[src/design/ahp_pkg.sv]
// Shared constants for the converter parallel host port
`default_nettype none
package ahp_pkg;
  localparam int DATA_W = 12;             // Result and bus width
  localparam int CTRL_W = 10;             // Control data width below the address lines
  localparam int ADDR_LO = 10;            // Bus bit carrying register address bit 0
  localparam int ADDR_HI = 11;            // Bus bit carrying register address bit 1
  localparam int PIPE_DEPTH = 5;          // Conversion clock cycles of latency
  localparam int FIFO_DEPTH = 8;          // Result buffer depth
  localparam int WORD_W = DATA_W + 1;     // Result plus first-channel flag
  localparam int PIN_W = 17;              // Synchronised pin vector width
  localparam int SYNC_STAGES = 3;         // Flip-flops on every pin input
  // Positions in the synchronised pin vector
  localparam int PIN_SEL_LO = 16;
  localparam int PIN_SEL_HI = 15;
  localparam int PIN_ACCESS = 14;
  localparam int PIN_RD = 13;
  localparam int PIN_CONV = 12;
  // Control register addresses and fields
  localparam logic [1:0] ADDR_CTRL0 = 2'h0;
  localparam logic [1:0] ADDR_CTRL1 = 2'h1;
  localparam int CTRL0_REF_EXT = 0;       // 1: external reference
  localparam int CTRL0_CHAN_LO = 1;       // Channels sampled minus one, two bits
  localparam int CTRL1_STROBE_SEP = 0;    // 1: separate write and read strobes
  localparam logic [CTRL_W-1:0] CTRL0_RESET = 10'h000;
  localparam logic [CTRL_W-1:0] CTRL1_RESET = 10'h000;
  localparam logic [2:0] PIPE_FULL = 3'h5;
endpackage : ahp_pkg
`default_nettype wire

[src/design/ahp_stream_if.sv]
// Valid/ready word carrier between the port and its result buffer
`default_nettype none
interface ahp_stream_if #(parameter int W = 13);
  logic valid;
  logic ready;
  logic [W-1:0] data;
  modport src (output valid, output data, input ready);
  modport snk (input valid, input data, output ready);
endinterface : ahp_stream_if
`default_nettype wire

[src/design/ahp_fifo.sv]
// Synchronous result FIFO with valid/ready on both sides
`default_nettype none
module ahp_fifo #(
  parameter int W = 13,
  parameter int DEPTH = 8
) (
  input wire logic sys_clk_in,
  input wire logic rstn_in,
  ahp_stream_if.snk wr,
  ahp_stream_if.src rd
);
  localparam int AW = $clog2(DEPTH);
  logic [W-1:0] mem_r [DEPTH];
  logic [AW-1:0] wptr_r;
  logic [AW-1:0] rptr_r;
  logic [AW:0] count_r;
  logic push;
  logic pop;

  // ----------------------------------------
  // Handshakes
  // ----------------------------------------
  // Room is measured on the wider count so a full buffer of DEPTH words is not mistaken for empty
  assign wr.ready = (count_r < (AW+1)'(DEPTH));
  assign rd.valid = (count_r != '0);
  assign rd.data = mem_r[rptr_r];
  assign push = wr.valid && wr.ready;
  assign pop = rd.valid && rd.ready;

  // Storage has no reset; only pointers and the occupancy count carry control state
  always_ff @(posedge sys_clk_in) begin
    if (push) begin
      mem_r[wptr_r] <= wr.data;
    end
  end

  // Pointers and occupancy
  always_ff @(posedge sys_clk_in) begin
    if (!rstn_in) begin
      wptr_r <= '0;
      rptr_r <= '0;
      count_r <= '0;
    end else begin
      if (push) begin
        wptr_r <= (wptr_r == AW'(DEPTH - 1)) ? '0 : wptr_r + 1'b1;
      end
      if (pop) begin
        rptr_r <= (rptr_r == AW'(DEPTH - 1)) ? '0 : rptr_r + 1'b1;
      end
      count_r <= count_r + (AW+1)'(push) - (AW+1)'(pop);
    end
  end
endmodule : ahp_fifo
`default_nettype wire

[src/design/ahp_host_port.sv]
// Parallel host port of a four-input pipelined converter: strobes, control registers, result path
// Contract
// - Low-active select must be low for any access to count.
// - High-active select must also be high for the device to respond.
// - Results travel on twelve bus lines, bit 0 least significant.
// - On a register write, bus bit ten carries address bit zero.
// - On a register write, bus bit eleven carries address bit one.
// - Address bits choose control register zero or one for the write.
// - Access input can act as combined read/write direction.
// - Alternatively access input is a low-active write strobe.
// - Read strobe counts only in separate-strobe mode, active low.
// - Multichannel mode: sync output marks first channel's result on the bus.
// - Control register zero selects internal or external reference.
// - Result appears five conversion clock cycles after its start edge.
// - A conversion starts on every falling conversion clock edge.
// - Sync low with first-channel data in multichannel; off single-channel.
// - Effective read strobe combines both selects and the read strobe; in combined mode the code uses the access input in its place.
`default_nettype none
module ahp_host_port (
  input wire logic sys_clk_in,
  input wire logic rstn_in,
  input wire logic conversion_clock_in,
  input wire logic select_low_n_in,
  input wire logic select_high_in,
  input wire logic access_in,
  input wire logic read_n_in,
  input wire logic [ahp_pkg::DATA_W-1:0] data_in,
  input wire logic [ahp_pkg::DATA_W-1:0] sample_in,
  output logic [ahp_pkg::DATA_W-1:0] data_out,
  output logic data_oe_out,
  output logic sync_n_out,
  output logic ref_external_out,
  output logic [ahp_pkg::CTRL_W-1:0] control0_out,
  output logic [ahp_pkg::CTRL_W-1:0] control1_out,
  output logic overrun_out
);
  import ahp_pkg::*;

  logic [PIN_W-1:0] pin_s_r [SYNC_STAGES];
  logic [PIN_W-1:0] flt_r;
  logic conv_prev_r;
  logic wr_prev_r;
  logic rd_prev_r;
  logic [DATA_W-1:0] wr_data_r;
  logic [CTRL_W-1:0] ctrl0_r;
  logic [CTRL_W-1:0] ctrl1_r;
  logic [WORD_W-1:0] pipe_r [PIPE_DEPTH];
  logic [2:0] fill_r;
  logic [1:0] chan_r;
  logic selected;
  logic strobe_sep;
  logic wr_active;
  logic rd_active;
  logic conv_fall;
  logic wr_end;
  logic rd_start;
  logic [1:0] chan_last;
  logic multichannel;
  ahp_stream_if #(.W(WORD_W)) in_s ();
  ahp_stream_if #(.W(WORD_W)) out_s ();

  // ----------------------------------------
  // Pin synchronisers
  // ----------------------------------------
  // Three stages per pin; the filtered copy only moves when stages two and three agree
  always_ff @(posedge sys_clk_in) begin
    if (!rstn_in) begin
      for (int i = 0; i < SYNC_STAGES; i++) begin
        pin_s_r[i] <= 17'h1E000;
      end
      flt_r <= 17'h1E000;
    end else begin
      pin_s_r[0] <= {select_low_n_in, select_high_in, access_in, read_n_in, conversion_clock_in, data_in};
      for (int i = 1; i < SYNC_STAGES; i++) begin
        pin_s_r[i] <= pin_s_r[i-1];
      end
      for (int b = 0; b < PIN_W; b++) begin
        if (pin_s_r[1][b] == pin_s_r[2][b]) begin
          flt_r[b] <= pin_s_r[2][b];
        end
      end
    end
  end

  // ----------------------------------------
  // Strobe decode
  // ----------------------------------------
  assign selected = !flt_r[PIN_SEL_LO] && flt_r[PIN_SEL_HI];
  assign strobe_sep = ctrl1_r[CTRL1_STROBE_SEP];
  // Combined mode: access high reads, low writes; separate mode: access is write strobe
  assign wr_active = selected && !flt_r[PIN_ACCESS];
  assign rd_active = selected && (strobe_sep ? !flt_r[PIN_RD] : flt_r[PIN_ACCESS]);
  assign conv_fall = conv_prev_r && !flt_r[PIN_CONV];
  assign wr_end = wr_prev_r && !wr_active;
  assign rd_start = rd_active && !rd_prev_r;
  assign chan_last = ctrl0_r[CTRL0_CHAN_LO +: 2];
  assign multichannel = (chan_last != 2'h0);

  // Edge history of the decoded strobes and the conversion clock
  always_ff @(posedge sys_clk_in) begin
    if (!rstn_in) begin
      conv_prev_r <= 1'b0;
      wr_prev_r <= 1'b0;
      rd_prev_r <= 1'b0;
    end else begin
      conv_prev_r <= flt_r[PIN_CONV];
      wr_prev_r <= wr_active;
      rd_prev_r <= rd_active;
    end
  end

  // ----------------------------------------
  // Control registers
  // ----------------------------------------
  // Data is committed at the end of the strobe so the host's settled value is taken
  always_ff @(posedge sys_clk_in) begin
    if (!rstn_in) begin
      wr_data_r <= 12'h000;
      ctrl0_r <= CTRL0_RESET;
      ctrl1_r <= CTRL1_RESET;
    end else begin
      if (wr_active) begin
        wr_data_r <= flt_r[DATA_W-1:0];
      end
      if (wr_end) begin
        // Addresses two and three hold no register and are ignored
        if ({wr_data_r[ADDR_HI], wr_data_r[ADDR_LO]} == ADDR_CTRL0) begin
          ctrl0_r <= wr_data_r[CTRL_W-1:0];
        end
        if ({wr_data_r[ADDR_HI], wr_data_r[ADDR_LO]} == ADDR_CTRL1) begin
          ctrl1_r <= wr_data_r[CTRL_W-1:0];
        end
      end
    end
  end

  // Register mirrors; reference choice drives the analog switch
  always_ff @(posedge sys_clk_in) begin
    if (!rstn_in) begin
      ref_external_out <= 1'b0;
      control0_out <= CTRL0_RESET;
      control1_out <= CTRL1_RESET;
    end else begin
      ref_external_out <= ctrl0_r[CTRL0_REF_EXT];
      control0_out <= ctrl0_r;
      control1_out <= ctrl1_r;
    end
  end

  // ----------------------------------------
  // Conversion pipeline
  // ----------------------------------------
  // One stage per conversion clock; clock must run freely or results stall in flight
  always_ff @(posedge sys_clk_in) begin
    if (!rstn_in) begin
      for (int i = 0; i < PIPE_DEPTH; i++) begin
        pipe_r[i] <= 13'h0000;
      end
      fill_r <= 3'h0;
      chan_r <= 2'h0;
    end else if (conv_fall) begin
      pipe_r[0] <= {(chan_r == 2'h0), sample_in};
      for (int i = 1; i < PIPE_DEPTH; i++) begin
        pipe_r[i] <= pipe_r[i-1];
      end
      if (fill_r != PIPE_FULL) begin
        fill_r <= fill_r + 3'h1;
      end
      chan_r <= (chan_r >= chan_last) ? 2'h0 : chan_r + 2'h1;
    end
  end

  // Fifth start edge after a sample hands it to the buffer
  assign in_s.valid = conv_fall && (fill_r == PIPE_FULL);
  assign in_s.data = pipe_r[PIPE_DEPTH-1];
  assign out_s.ready = rd_start;

  ahp_fifo #(.W(WORD_W), .DEPTH(FIFO_DEPTH)) u_fifo (
    .sys_clk_in(sys_clk_in),
    .rstn_in(rstn_in),
    .wr(in_s),
    .rd(out_s)
  );

  // Host too slow: result lost, flagged until the end of the next write strobe at any address
  always_ff @(posedge sys_clk_in) begin
    if (!rstn_in) begin
      overrun_out <= 1'b0;
    end else if (in_s.valid && !in_s.ready) begin
      overrun_out <= 1'b1;
    end else if (wr_end) begin
      overrun_out <= 1'b0;
    end
  end

  // ----------------------------------------
  // Read path
  // ----------------------------------------
  // Each read opening pops one word; an empty buffer repeats the last word
  always_ff @(posedge sys_clk_in) begin
    if (!rstn_in) begin
      data_out <= 12'h000;
      sync_n_out <= 1'b1;
      data_oe_out <= 1'b0;
    end else begin
      data_oe_out <= rd_active;
      if (rd_start && out_s.valid) begin
        data_out <= out_s.data[DATA_W-1:0];
        sync_n_out <= !(multichannel && out_s.data[DATA_W]);
      end else if (!multichannel) begin
        sync_n_out <= 1'b1;
      end
    end
  end
endmodule : ahp_host_port
`default_nettype wire

[config.mk]
export PLATFORM = sky130hd
export DESIGN_NAME = ahp_host_port
export DESIGN_NICKNAME = d
export VERILOG_FILES = /design/src/design/ahp_pkg.sv /design/src/design/ahp_stream_if.sv /design/src/design/ahp_fifo.sv /design/src/design/ahp_host_port.sv
export SDC_FILE = /design/constraint.sdc
export NUM_CORES = 1
export LEC_CHECK = 0
export BUFFER_PORTS_ARGS = -buffer_cell sky130_fd_sc_hd__buf_2
export CAP_MARGIN = 5
export CORE_ASPECT_RATIO = 1.75
export CORE_UTILIZATION = 35
export CTS_BUF_LIST = sky130_fd_sc_hd__clkbuf_8
export DETAILED_ROUTE_END_ITERATION = 12
export GPL_TIMING_DRIVEN = 0
export PLACE_DENSITY_LB_ADDON = 0.3
export SETUP_SLACK_MARGIN = 0.3
export SLEW_MARGIN = 20
export SYNTH_ARGS = -nofsm -noshare
export SYNTH_HDL_FRONTEND = slang
export SYNTH_HIERARCHICAL = 1
export SYNTH_SLANG_ARGS = --single-unit
[constraint.sdc]
create_clock -name sys_clk_in -period 5.05 [get_ports sys_clk_in]
set_clock_uncertainty 0.05 [all_clocks]
set_input_delay 0.2525 -clock sys_clk_in [delete_from_list [all_inputs] [get_ports sys_clk_in]]
set_output_delay 0.2525 -clock sys_clk_in [all_outputs]
set_load 0.01 [all_outputs]
=== Yosys cells after proc, flatten, opt, wreduce, memory -nomap -nowiden ===
Memory sizes are Yosys's and may differ from the RTL's. A register that Yosys moved wholly into a read port is not among the register bits.
Index checks and enable logic that the tools add are counted.

* RAM bits: 220
* Output and inout bits: 36
* Memories kept: 3
* Bits of input ports: 31
* Flip-flop bits (word level): 102
* Word-level logic and storage cells: 128

* Equal/unequal tests: 23
* Add/subtract/negate cells: 6
* Reductions and logical operators: 27
* Magnitude comparators: 2
* Bitwise logic cells: 8
* Multiplexer cells: 25

{| class="wikitable"
|+ Memories
! name !! words !! bits a word !! read ports !! clocked after Yosys merged registers in !! wr ports !! RTL line !! source
|-
| u_fifo.mem_r || 8 || 13 || 1 || 1 || 1 || ahp_fifo.sv:13 || <nowiki>logic [W-1:0] mem_r [DEPTH];</nowiki>
|-
| pipe_r || 5 || 13 || 5 || 0 || 5 || ahp_host_port.sv:47 || <nowiki>logic [WORD_W-1:0] pipe_r [PIPE_DEPTH];</nowiki>
|-
| pin_s_r || 3 || 17 || 3 || 0 || 3 || ahp_host_port.sv:39 || <nowiki>logic [PIN_W-1:0] pin_s_r [SYNC_STAGES];</nowiki>
|}

{| class="wikitable"
|+ Operators by type and width
! kind !! number
|-
| $mux W13 || 5
|-
| $mux W17 || 3
|-
| $eq A1 B1 Y1 || 17
|-
| $mux W1 || 12
|-
| $mux W3 || 4
|-
| $logic_and A1 B1 Y1 || 11
|-
| $add A3 B1 Y3 const B || 3
|-
| $eq A3 B3 Y1 const B || 3
|-
| $logic_not A1 Y1 || 8
|-
| $or A1 B1 Y1 || 8
|-
| $reduce_and A2 Y1 || 3
|-
| $add A4 B1 Y4 || 1
|-
| $logic_not A2 Y1 || 2
|-
| $lt A4 B4 Y1 const B || 1
|-
| $reduce_bool A2 Y1 || 2
|-
| $reduce_bool A4 Y1 || 1
|-
| $sub A4 B1 Y4 || 1
|-
| $ne A3 B3 Y1 const B || 1
|-
| $add A2 B1 Y2 const B || 1
|-
| $eq A2 B1 Y1 const B || 1
|-
| $ge A2 B2 Y1 || 1
|-
| $mux W2 || 1
|-
| $ne A2 B1 Y1 const B || 1
|}

=== Depth between registers and ports, before layout ===
Gate-level depths: netlist of the first run.

* Depth after elaboration: 7
* Gate-level depth with buffers: 10
* Mapped depth without buffers: 10

=== Hierarchy ===
The synthesis of the first run kept the hierarchy.

{| class="wikitable"
|+ Modules (own cells, without submodules)
! module !! area an instance (µm²) !! times used !! cells each
|-
| ahp_host_port || 7028.0 || 1 || 605
|-
| ahp_fifo || 4690.7 || 1 || 225
|}

=== Worst setup path after synthesis of the first run ===
Ideal clock, no wire load.

* Path type: input to register
* Start: input rstn_in
* End: memory pipe_r[0][0] in the netlist's numbering (enable)
* Library setup time: 0.700 ns
* Buffers on the path: 3
* Stages on the path: 4
* Data required time: 4.300 ns
* Slack: 2.293 ns
* Data arrival time: 2.007 ns
* Cells stage by stage: clkbuf_1 -> buf_2 -> clkbuf_1 -> nand2_1

{| class="wikitable"
|+ RTL lines
! element !! RTL line !! source
|-
| start: declaration || ahp_host_port.sv:21 || <nowiki>input wire logic rstn_in,</nowiki>
|-
| end: declaration || ahp_host_port.sv:47 ||
|}

=== Final worst setup path of the first run ===
* Start: register flt_r[16], read port of pin_s_r
* End: register u_fifo.count_r[2]

* Longest elaborated chain between the ends: 6

{| class="wikitable"
|+ RTL lines
! element !! RTL line !! source
|-
| start: declaration || ahp_host_port.sv:40 || <nowiki>logic [PIN_W-1:0] flt_r;</nowiki>
|-
| $logic_not A1 Y1 || ahp_host_port.sv:88 || <nowiki>assign selected = !flt_r[PIN_SEL_LO] && flt_r[PIN_SEL_HI];</nowiki>
|-
| $logic_and A1 B1 Y1 || ahp_host_port.sv:88 ||
|-
| $logic_and A1 B1 Y1 || ahp_host_port.sv:92 || <nowiki>assign rd_active = selected && (strobe_sep ? !flt_r[PIN_RD] : flt_r[PIN_ACCESS]);</nowiki>
|-
| $logic_and A1 B1 Y1 || ahp_host_port.sv:95 || <nowiki>assign rd_start = rd_active && !rd_prev_r;</nowiki>
|-
| via out_s.ready || ahp_stream_if.sv:5 || <nowiki>logic ready;</nowiki>
|-
| $logic_and A1 B1 Y1 || ahp_fifo.sv:28 || <nowiki>assign pop = rd.valid && rd.ready;</nowiki>
|-
| $sub A4 B1 Y4 || ahp_fifo.sv:50 || <nowiki>count_r <= count_r + (AW+1)'(push) - (AW+1)'(pop);</nowiki>
|-
| end signal: assignment || ahp_fifo.sv:50 ||
|-
| end: declaration || ahp_fifo.sv:16 || <nowiki>logic [AW:0] count_r;</nowiki>
|}

The timed path passes the listed nets, and every way through them passes these cells.
A chain may end at the register's enable or synchronous reset.

==> results of run 1 <==
## flip-flops by register name, indices dropped and copies added, names as in the netlist, named ones only
| signal | flops |
|---|---|
| rd_prev_r | 1 |
| control1_out | 10 |
| ctrl1_r | 10 |
| overrun_out | 1 |
| wr_data_r | 12 |
| flt_r | 17 |
| data_out | 12 |
| fill_r | 3 |
| pipe_r | 65 |
| conv_prev_r | 1 |
| chan_r | 2 |
| ctrl0_r | 10 |
| u_fifo/wptr_r | 3 |
| u_fifo/count_r | 4 |
| sync_n_out | 1 |
| u_fifo/rptr_r | 3 |
| u_fifo/mem_r | 104 |
| wr_prev_r | 1 |
| control0_out | 10 |
| pin_s_r | 51 |
## timing repair
item	4_1_cts	5_1_grt
endpoints found under the setup margin	0	0
buffers inserted	0	0
endpoints found under the hold margin	36	0
hold buffers	30	0
## per-stage QoR
| step | util | cell area [um^2] | setup WS [ns] | power, uW | hold WS [ns] |
|---|---|---|---|---|---|
| 6_report | 0.422 | 13900 | 2.17 | 4920 | 0.326 |
| 5_1_grt | 0.422 | 13900 | 1.94 | 5110 | 0.319 |
| 4_1_cts | 0.422 | 13900 | 2.14 | 5000 | 0.310 |
| 3_5_place_dp | 0.385 | 12700 | 2.17 | 2950 | 0.350 |
| 3_3_place_gp | 0.381 | 12600 | 0.775 | 2940 | 0.342 |
| 2_1_floorplan | - | 11700 | 2.29 | 2900 | 0.304 |
## power by group through the flow
stage | combinational [uW] | clock, uW | sequential, uW
2_1_floorplan | 40.7 | 0 | 2860
5_1_grt | 103 | 2200 | 2810
3_5_place_dp | 76.5 | 0 | 2870
4_1_cts | 94.9 | 2090 | 2810
3_3_place_gp | 73.0 | 0 | 2870
6_report | 91.9 | 2020 | 2810
## kinds of logic after synthesis
kind of cell	after synthesis	synth area share
flip-flops	324	0.698
AO/OA/AOI/OAI	64	0.0320
XOR/XNOR	2	0.00150
AND/OR/NAND/NOR	272	0.120
buffers and inverters	74	0.0281
multiplexers	80	0.105
adder cells (fa/ha/maj)	14	0.0156
## cells in the mapped netlist, types with 2 or more instances
cell type  count  share of area
edfxtp_1     169           0.43
dfxtp_1      155           0.26
nand2_1      105          0.034
and3_1        65          0.035
and2_1        44          0.023
mux2i_1       41          0.035
a21oi_1       34          0.015
clkbuf_1      28         0.0090
inv_1         28         0.0090
mux4_1        24          0.054
nand2b_1      20          0.011
o21ai_0       19         0.0081
nor2_1        15         0.0048
ha_1          13          0.014
mux2_2        13          0.012
nor3_1         8         0.0034
buf_1          6         0.0019
buf_6          5         0.0048
buf_2          4         0.0017
nor2b_1        4         0.0021
a21boi_0       3         0.0019
a2111oi_0      2         0.0015
and4b_1        2         0.0017
buf_4          2         0.0013
mux4_2         2         0.0038
nand3_1        2        0.00085
## area by class of cell
| class | instances | area (um^2) | share of cell area |
|---|---|---|---|
| diodes | 1 | 2.50 | 0.000180 |
| plain buffers | 46 | 224 | 0.0161 |
| clock buffers | 51 | 702 | 0.0505 |
| clock inverters | 35 | 216 | 0.0156 |
| inverters | 28 | 105 | 0.00756 |
| multi-input cells | 432 | 3250 | 0.234 |
| flip-flops and latches | 324 | 8180 | 0.588 |
| well taps | 405 | 507 | 0.0364 |
| repair buffers | 106 | 716 | 0.0515 |
## layer usage
layer	GRT usage	wire, um
met5	0	0
met4	0.0537	574
met3	0.0227	641
met2	0.268	12500
met1	0.136	8400
## worst register-to-register path: stages, from the launching register on
cell	delay [ns]
dfxtp_1	0.34
nand2b_1	0.24
a2111oi_0	0.65
nand2_2	0.32
xnor2_1	0.22
ha_1	0.25
fa_1	0.41
xor2_1	0.15
and2_1	0.15
## worst min-delay path by stage
stage / cells after the start / slack (ns) / start / end
after floorplan: 1 / 0.30 / read_n_in / pin_s_r[0][13]
after global placement: 1 / 0.34 / pin_s_r[0][14] / pin_s_r[0][31]
after detailed placement: 1 / 0.35 / pin_s_r[0][14] / pin_s_r[0][31]
after CTS: 3 / 0.31 / data_in[9] / pin_s_r[0][9]
after global routing: 3 / 0.32 / data_in[2] / pin_s_r[0][2]
final: 1 / 0.33 / pin_s_r[0][15] / pin_s_r[0][32]
==> results.py, run 1 <==
metrics = {
    "synthesis": {
        "syn-num-nets": 875,
        "synth.avg_cell_area_um2": 14.1,
        "synth.distinct_cells": 43,
        "ys_ff_latch": 324,
        "syn_inst": 830,
        "async_reset_ff_frac": 0,
        "yosysWarnings": 6,
        "synth_ff_type": "edfxtp_1",
        "synth.cell_area_um2": 11700,
        "ys_seq_area_frac": 0.698,
        "synth_edf_count": 169,
    },
    "power": {
        "seqPwrFrac": 0.571,
        "p_switching_uw": 1040,
        "power_frac_clock": 0.410,
        "swShare": 0.212,
        "power.density_nw_per_um2": 354,
        "p_int_uw": 3880,
        "p_comb_frac": 0.019,
        "cellLeakagePower_uw": 0.00556,
        "vdd_drop_max_uv": 181,
    },
    "sta": {
        "final-max-slew-violation-count": 0,
        "setup_viol": 0,
        "slew_headroom": 0.410,
        "grt_setup_unrepaired": "no",
        "tightest_slew_ns": 0.884,
        "fin_crit_ns": 2.88,
        "fin_crit_sh": 0.570,
        "tns_ns": 0,
        "hold_violations": 0,
        "fmax_ghz": 0.347,
    },
    "flow_run": {
        "drv_cap": 0,
    },
    "critical_path": {
        "worstSetupPathType": "register to register",
        "cp_num_cells": 8,
        "path_max_fanout": 7,
        "cp_num_buf_inv": 0,
        "r2r-end": "u_fifo/count_r[2]",
        "ff2ff_path_depth": 8,
        "cp_slowest_cell": "a2111oi_0",
        "start_kind": "register",
        "regToRegStartpoint": "flt_r[16]",
        "reg2reg_slack_ns": 2.17,
        "cp.required_ns": 5.45,
        "worstPathArrival_ns": 3.28,
        "startpoint": "flt_r[16]",
        "slowest_delay_ns": 0.65,
        "cp-end-kind": "register",
        "crit_path_end": "u_fifo/count_r[2]",
        "path_delay_family": "simple AND/OR/NAND/NOR gates",
        "path_cells": "nand2b_1 > a2111oi_0 > nand2_2 > xnor2_1 > ha_1 > fa_1 > xor2_1 > and2_1",
    },
    "drt": {
        "vias": 6633,
        "final_antenna_net_count": 0,
        "vias_per_cell": 4.64,
        "drtIter0Drc": 307,
        "drtPass1Iterations": 5,
        "wl_per_cell_um": 15.5,
        "routed_wl_mm": 22.1,
        "drc_errors": 0,
    },
    "global_route": {
        "grt_pass1_wl_mm": 35.4,
        "gr-usage-all-layers": 0.135,
        "antenna_found_initial": 0,
        "gr-total-overflow": 0,
        "grt_max_degree": 47,
        "grt_pass1_vias": 6804,
    },
    "clock_network": {
        "clock_sinks": 324,
        "htree_levels": 2,
        "clk_pin_slew_ns": 0.06,
        "cts-resized-gates": 0,
        "clock_latency_ns": 0.59,
        "cts_max_path_buffers": 3,
        "cts_root_buffer": "clkbuf_8",
        "cts_made_buffers": 47,
        "cts_tree": "built",
    },
    "die": {
        "num_rows": 88,
        "fp.dieH_um": 244,
        "fp.dieW_um": 140,
        "ios": 67,
        "start_util": 0.356,
        "core_um2": 32900,
        "dieArea_um2": 34200,
    },
    "final_layout": {
        "fin_cells": 1428,
        "num-fill-cells": 3045,
        "final_common_cell": "edfxtp_1",
        "syn2layout_area_growth_pct": 18.6,
        "mostFrequentLayoutCells": "169 x edfxtp_1, 155 x dfxtp_1, 104 x nand2_1",
        "nets": 1030,
        "drive_above_1_share": 0.174,
    },
    "placement": {
        "post-dp-hpwl_mm": 15.2,
        "gp_congestion": 0.710,
        "port_buffers": 66,
        "dp_cells": 1311,
    },
    "outcome": {
        "outcome": "completed",
    },
    "min_path": {
        "hp-class": "register to register",
    },
}
Power figures use the tool's default switching activity.
==> run 2, diff against run 1 <==
==> constraint.sdc (replaced) <==
create_clock -name sys_clk_in -period 2.64 [get_ports sys_clk_in]
set_clock_uncertainty 0.05 [all_clocks]
set_input_delay 0.132 -clock sys_clk_in [delete_from_list [all_inputs] [get_ports sys_clk_in]]
set_output_delay 0.132 -clock sys_clk_in [all_outputs]
set_load 0.01 [all_outputs]
==> run 2 against run 1 <==
- final area is 0.99% higher
- critical path type unchanged
- non-clock buffer count is 9 higher
- sequential power is 91% higher
- wire length is 0.46% lower
- first-iteration DRC count is 18% lower
- die area stayed put
- critical path depth is 1 higher
- combinational power is 87% higher
- power is 88% higher
- largest power group unchanged
- global-route usage is 0.16 points lower
- register-to-register slack worse by 1.8 ns
- core utilization is 0.42 points higher
==> results.py, run 2 (same netlist as run 1, synthesis figures left out) <==
metrics = {
    "drt": {
        "drtIter0Drc": 251,
        "wl_per_cell_um": 15.4,
        "drc_errors": 0,
        "vias_per_cell": 4.67,
        "drtPass1Iterations": 4,
        "vias": 6691,
        "routed_wl_mm": 22.0,
        "final_antenna_net_count": 0,
    },
    "power": {
        "p_int_uw": 7270,
        "seqPwrFrac": 0.582,
        "cellLeakagePower_uw": 0.00559,
        "vdd_drop_max_uv": 379,
        "swShare": 0.213,
        "power.density_nw_per_um2": 658,
        "p_comb_frac": 0.019,
        "p_switching_uw": 1970,
        "power_frac_clock": 0.399,
    },
    "clock_network": {
        "clock_sinks": 324,
        "htree_levels": 2,
        "cts_root_buffer": "clkbuf_8",
        "clock_latency_ns": 0.58,
        "clk_pin_slew_ns": 0.06,
        "cts_tree": "built",
        "cts_made_buffers": 46,
        "cts_max_path_buffers": 3,
    },
    "outcome": {
        "outcome": "completed",
    },
    "sta": {
        "tns_ns": 0,
        "fin_crit_sh": 0.849,
        "final-max-slew-violation-count": 0,
        "hold_violations": 0,
        "fmax_ghz": 0.446,
        "tightest_slew_ns": 0.833,
        "setup_viol": 0,
        "grt_setup_unrepaired": "yes",
        "fin_crit_ns": 2.24,
        "slew_headroom": 0.444,
    },
    "placement": {
        "port_buffers": 66,
        "post-dp-hpwl_mm": 14.8,
        "gp_congestion": 0.711,
        "dp_cells": 1307,
    },
    "final_layout": {
        "largest_reg_flops": 104,
        "drive_above_1_share": 0.194,
        "mostFrequentLayoutCells": "169 x edfxtp_1, 152 x dfxtp_1, 103 x nand2_1",
        "nets": 1038,
        "regMostFlops": "u_fifo/mem_r",
        "final_common_cell": "edfxtp_1",
        "syn2layout_area_growth_pct": 19.8,
        "top_regs": "u_fifo/mem_r: 104 flops, pipe_r: 65 flops, pin_s_r: 51 flops",
        "fin_cells": 1433,
    },
    "global_route": {
        "gr-usage-all-layers": 0.133,
        "grt_pass1_wl_mm": 34.9,
        "grt_max_degree": 66,
        "grt_pass1_vias": 6722,
        "gr-total-overflow": 0,
        "antenna_found_initial": 1,
    },
    "die": {
        "fp.dieH_um": 244,
        "start_util": 0.356,
        "num_rows": 88,
        "dieArea_um2": 34200,
        "core_um2": 32900,
        "ios": 67,
        "fp.dieW_um": 140,
    },
    "min_path": {
        "hp-class": "input pin to register",
        "min_from": "rstn_in",
    },
    "critical_path": {
        "path_max_fanout": 3,
        "cp.required_ns": 3.05,
        "start_kind": "register",
        "worstSetupPathType": "register to register",
        "path_cells": "inv_1 > ha_1 > or3b_4 > nand2_2 > xnor2_1 > ha_1 > fa_1 > xor2_1 > and2_1",
        "cp_num_buf_inv": 1,
        "startpoint": "u_fifo/count_r[3]",
        "regToRegStartpoint": "u_fifo/count_r[3]",
        "slowest_delay_ns": 0.41,
        "cp-end-kind": "register",
        "cp_slowest_cell": "fa_1",
        "path_delay_family": "adder cells",
        "worstPathArrival_ns": 2.65,
        "crit_path_frequent_cell": "ha_1",
    },
    "flow_run": {
        "drv_cap": 0,
    },
}
[run 2: cell types whose count changed in the layout (fill, tap and decap cells not counted), sizes merged]
cell / change
bufinv: -2
clkbuf: +2
clkinvlp: -1
inv: -3
buf: +9
[run 2: power groups by stage]
stage	Combinational (uW)	Sequential (uW)	Clock [uW]
after floorplan	78.2	5480	0
after global placement	142	5490	0
after detailed placement	145	5490	0
after CTS	180	5380	3820
after global routing	194	5380	4040
final	172	5380	3680
[run 2: repair_timing]
item / 4_1_cts / 5_1_grt
pin swaps: 6 / 2
gates resized for setup: 4 / 12
hold buffers: 30 / 0
buffers inserted: 10 / 3
cloned: 0 / 0
hold endpoints to repair: 36 / 0
endpoints found under the setup margin: 69 / 88
[run 2: path summary, 6_finish.rpt]
kind / to / depth (start not counted) / slack, ns
worst max-delay path: u_fifo/count_r[2] / 9 / 0.40
worst min-delay path: u_fifo/wptr_r[1] / 3 / 0.1
worst max register to register: u_fifo/count_r[2] / 9 / 0.40
worst min register to register: pin_s_r[0][31] / 1 / 0.34
[run 2: metal layers]
| metal | track usage | vias to the layer above | part of all wire |
|---|---|---|---|
| met5 | 0 | - | 0 |
| met4 | 0.0569 | 0 | 0.029 |
| met3 | 0.0225 | 56 | 0.034 |
| met2 | 0.259 | 112 | 0.56 |
| met1 | 0.138 | 3216 | 0.37 |
| li1 | - | 3307 | - |
[run 2: cell type report]
cell class	count	area, um^2
Timing Repair Buffer	115	823
Clock buffer	53	729
Tap cell	405	507
Antenna cell	1	2.50
Fill cell	3025	18900
Multi-Input combinational cell	432	3330
Sequential cell	324	8180
Clock inverter	29	138
Buffer	46	224
Inverter	28	105
[run 2: tightest hold or removal path: stages]
cell      delay (ns)
buf_2           0.12
clkbuf_1        0.23
a21boi_0        0.18
[run 2: per-stage QoR]
step	utilization	setup slack (ns)	hold WS [ns]	total power (uW)	area (um^2)
after detailed placement	0.385	-0.130	0.266	5630	12700
final	0.426	0.397	0.0956	9230	14000
after global routing	0.426	0.239	0.121	9610	14000
after CTS	0.424	0.192	0.0739	9380	14000
after global placement	0.382	-0.959	0.263	5630	12600
after floorplan	-	0.313	0.183	5550	11700
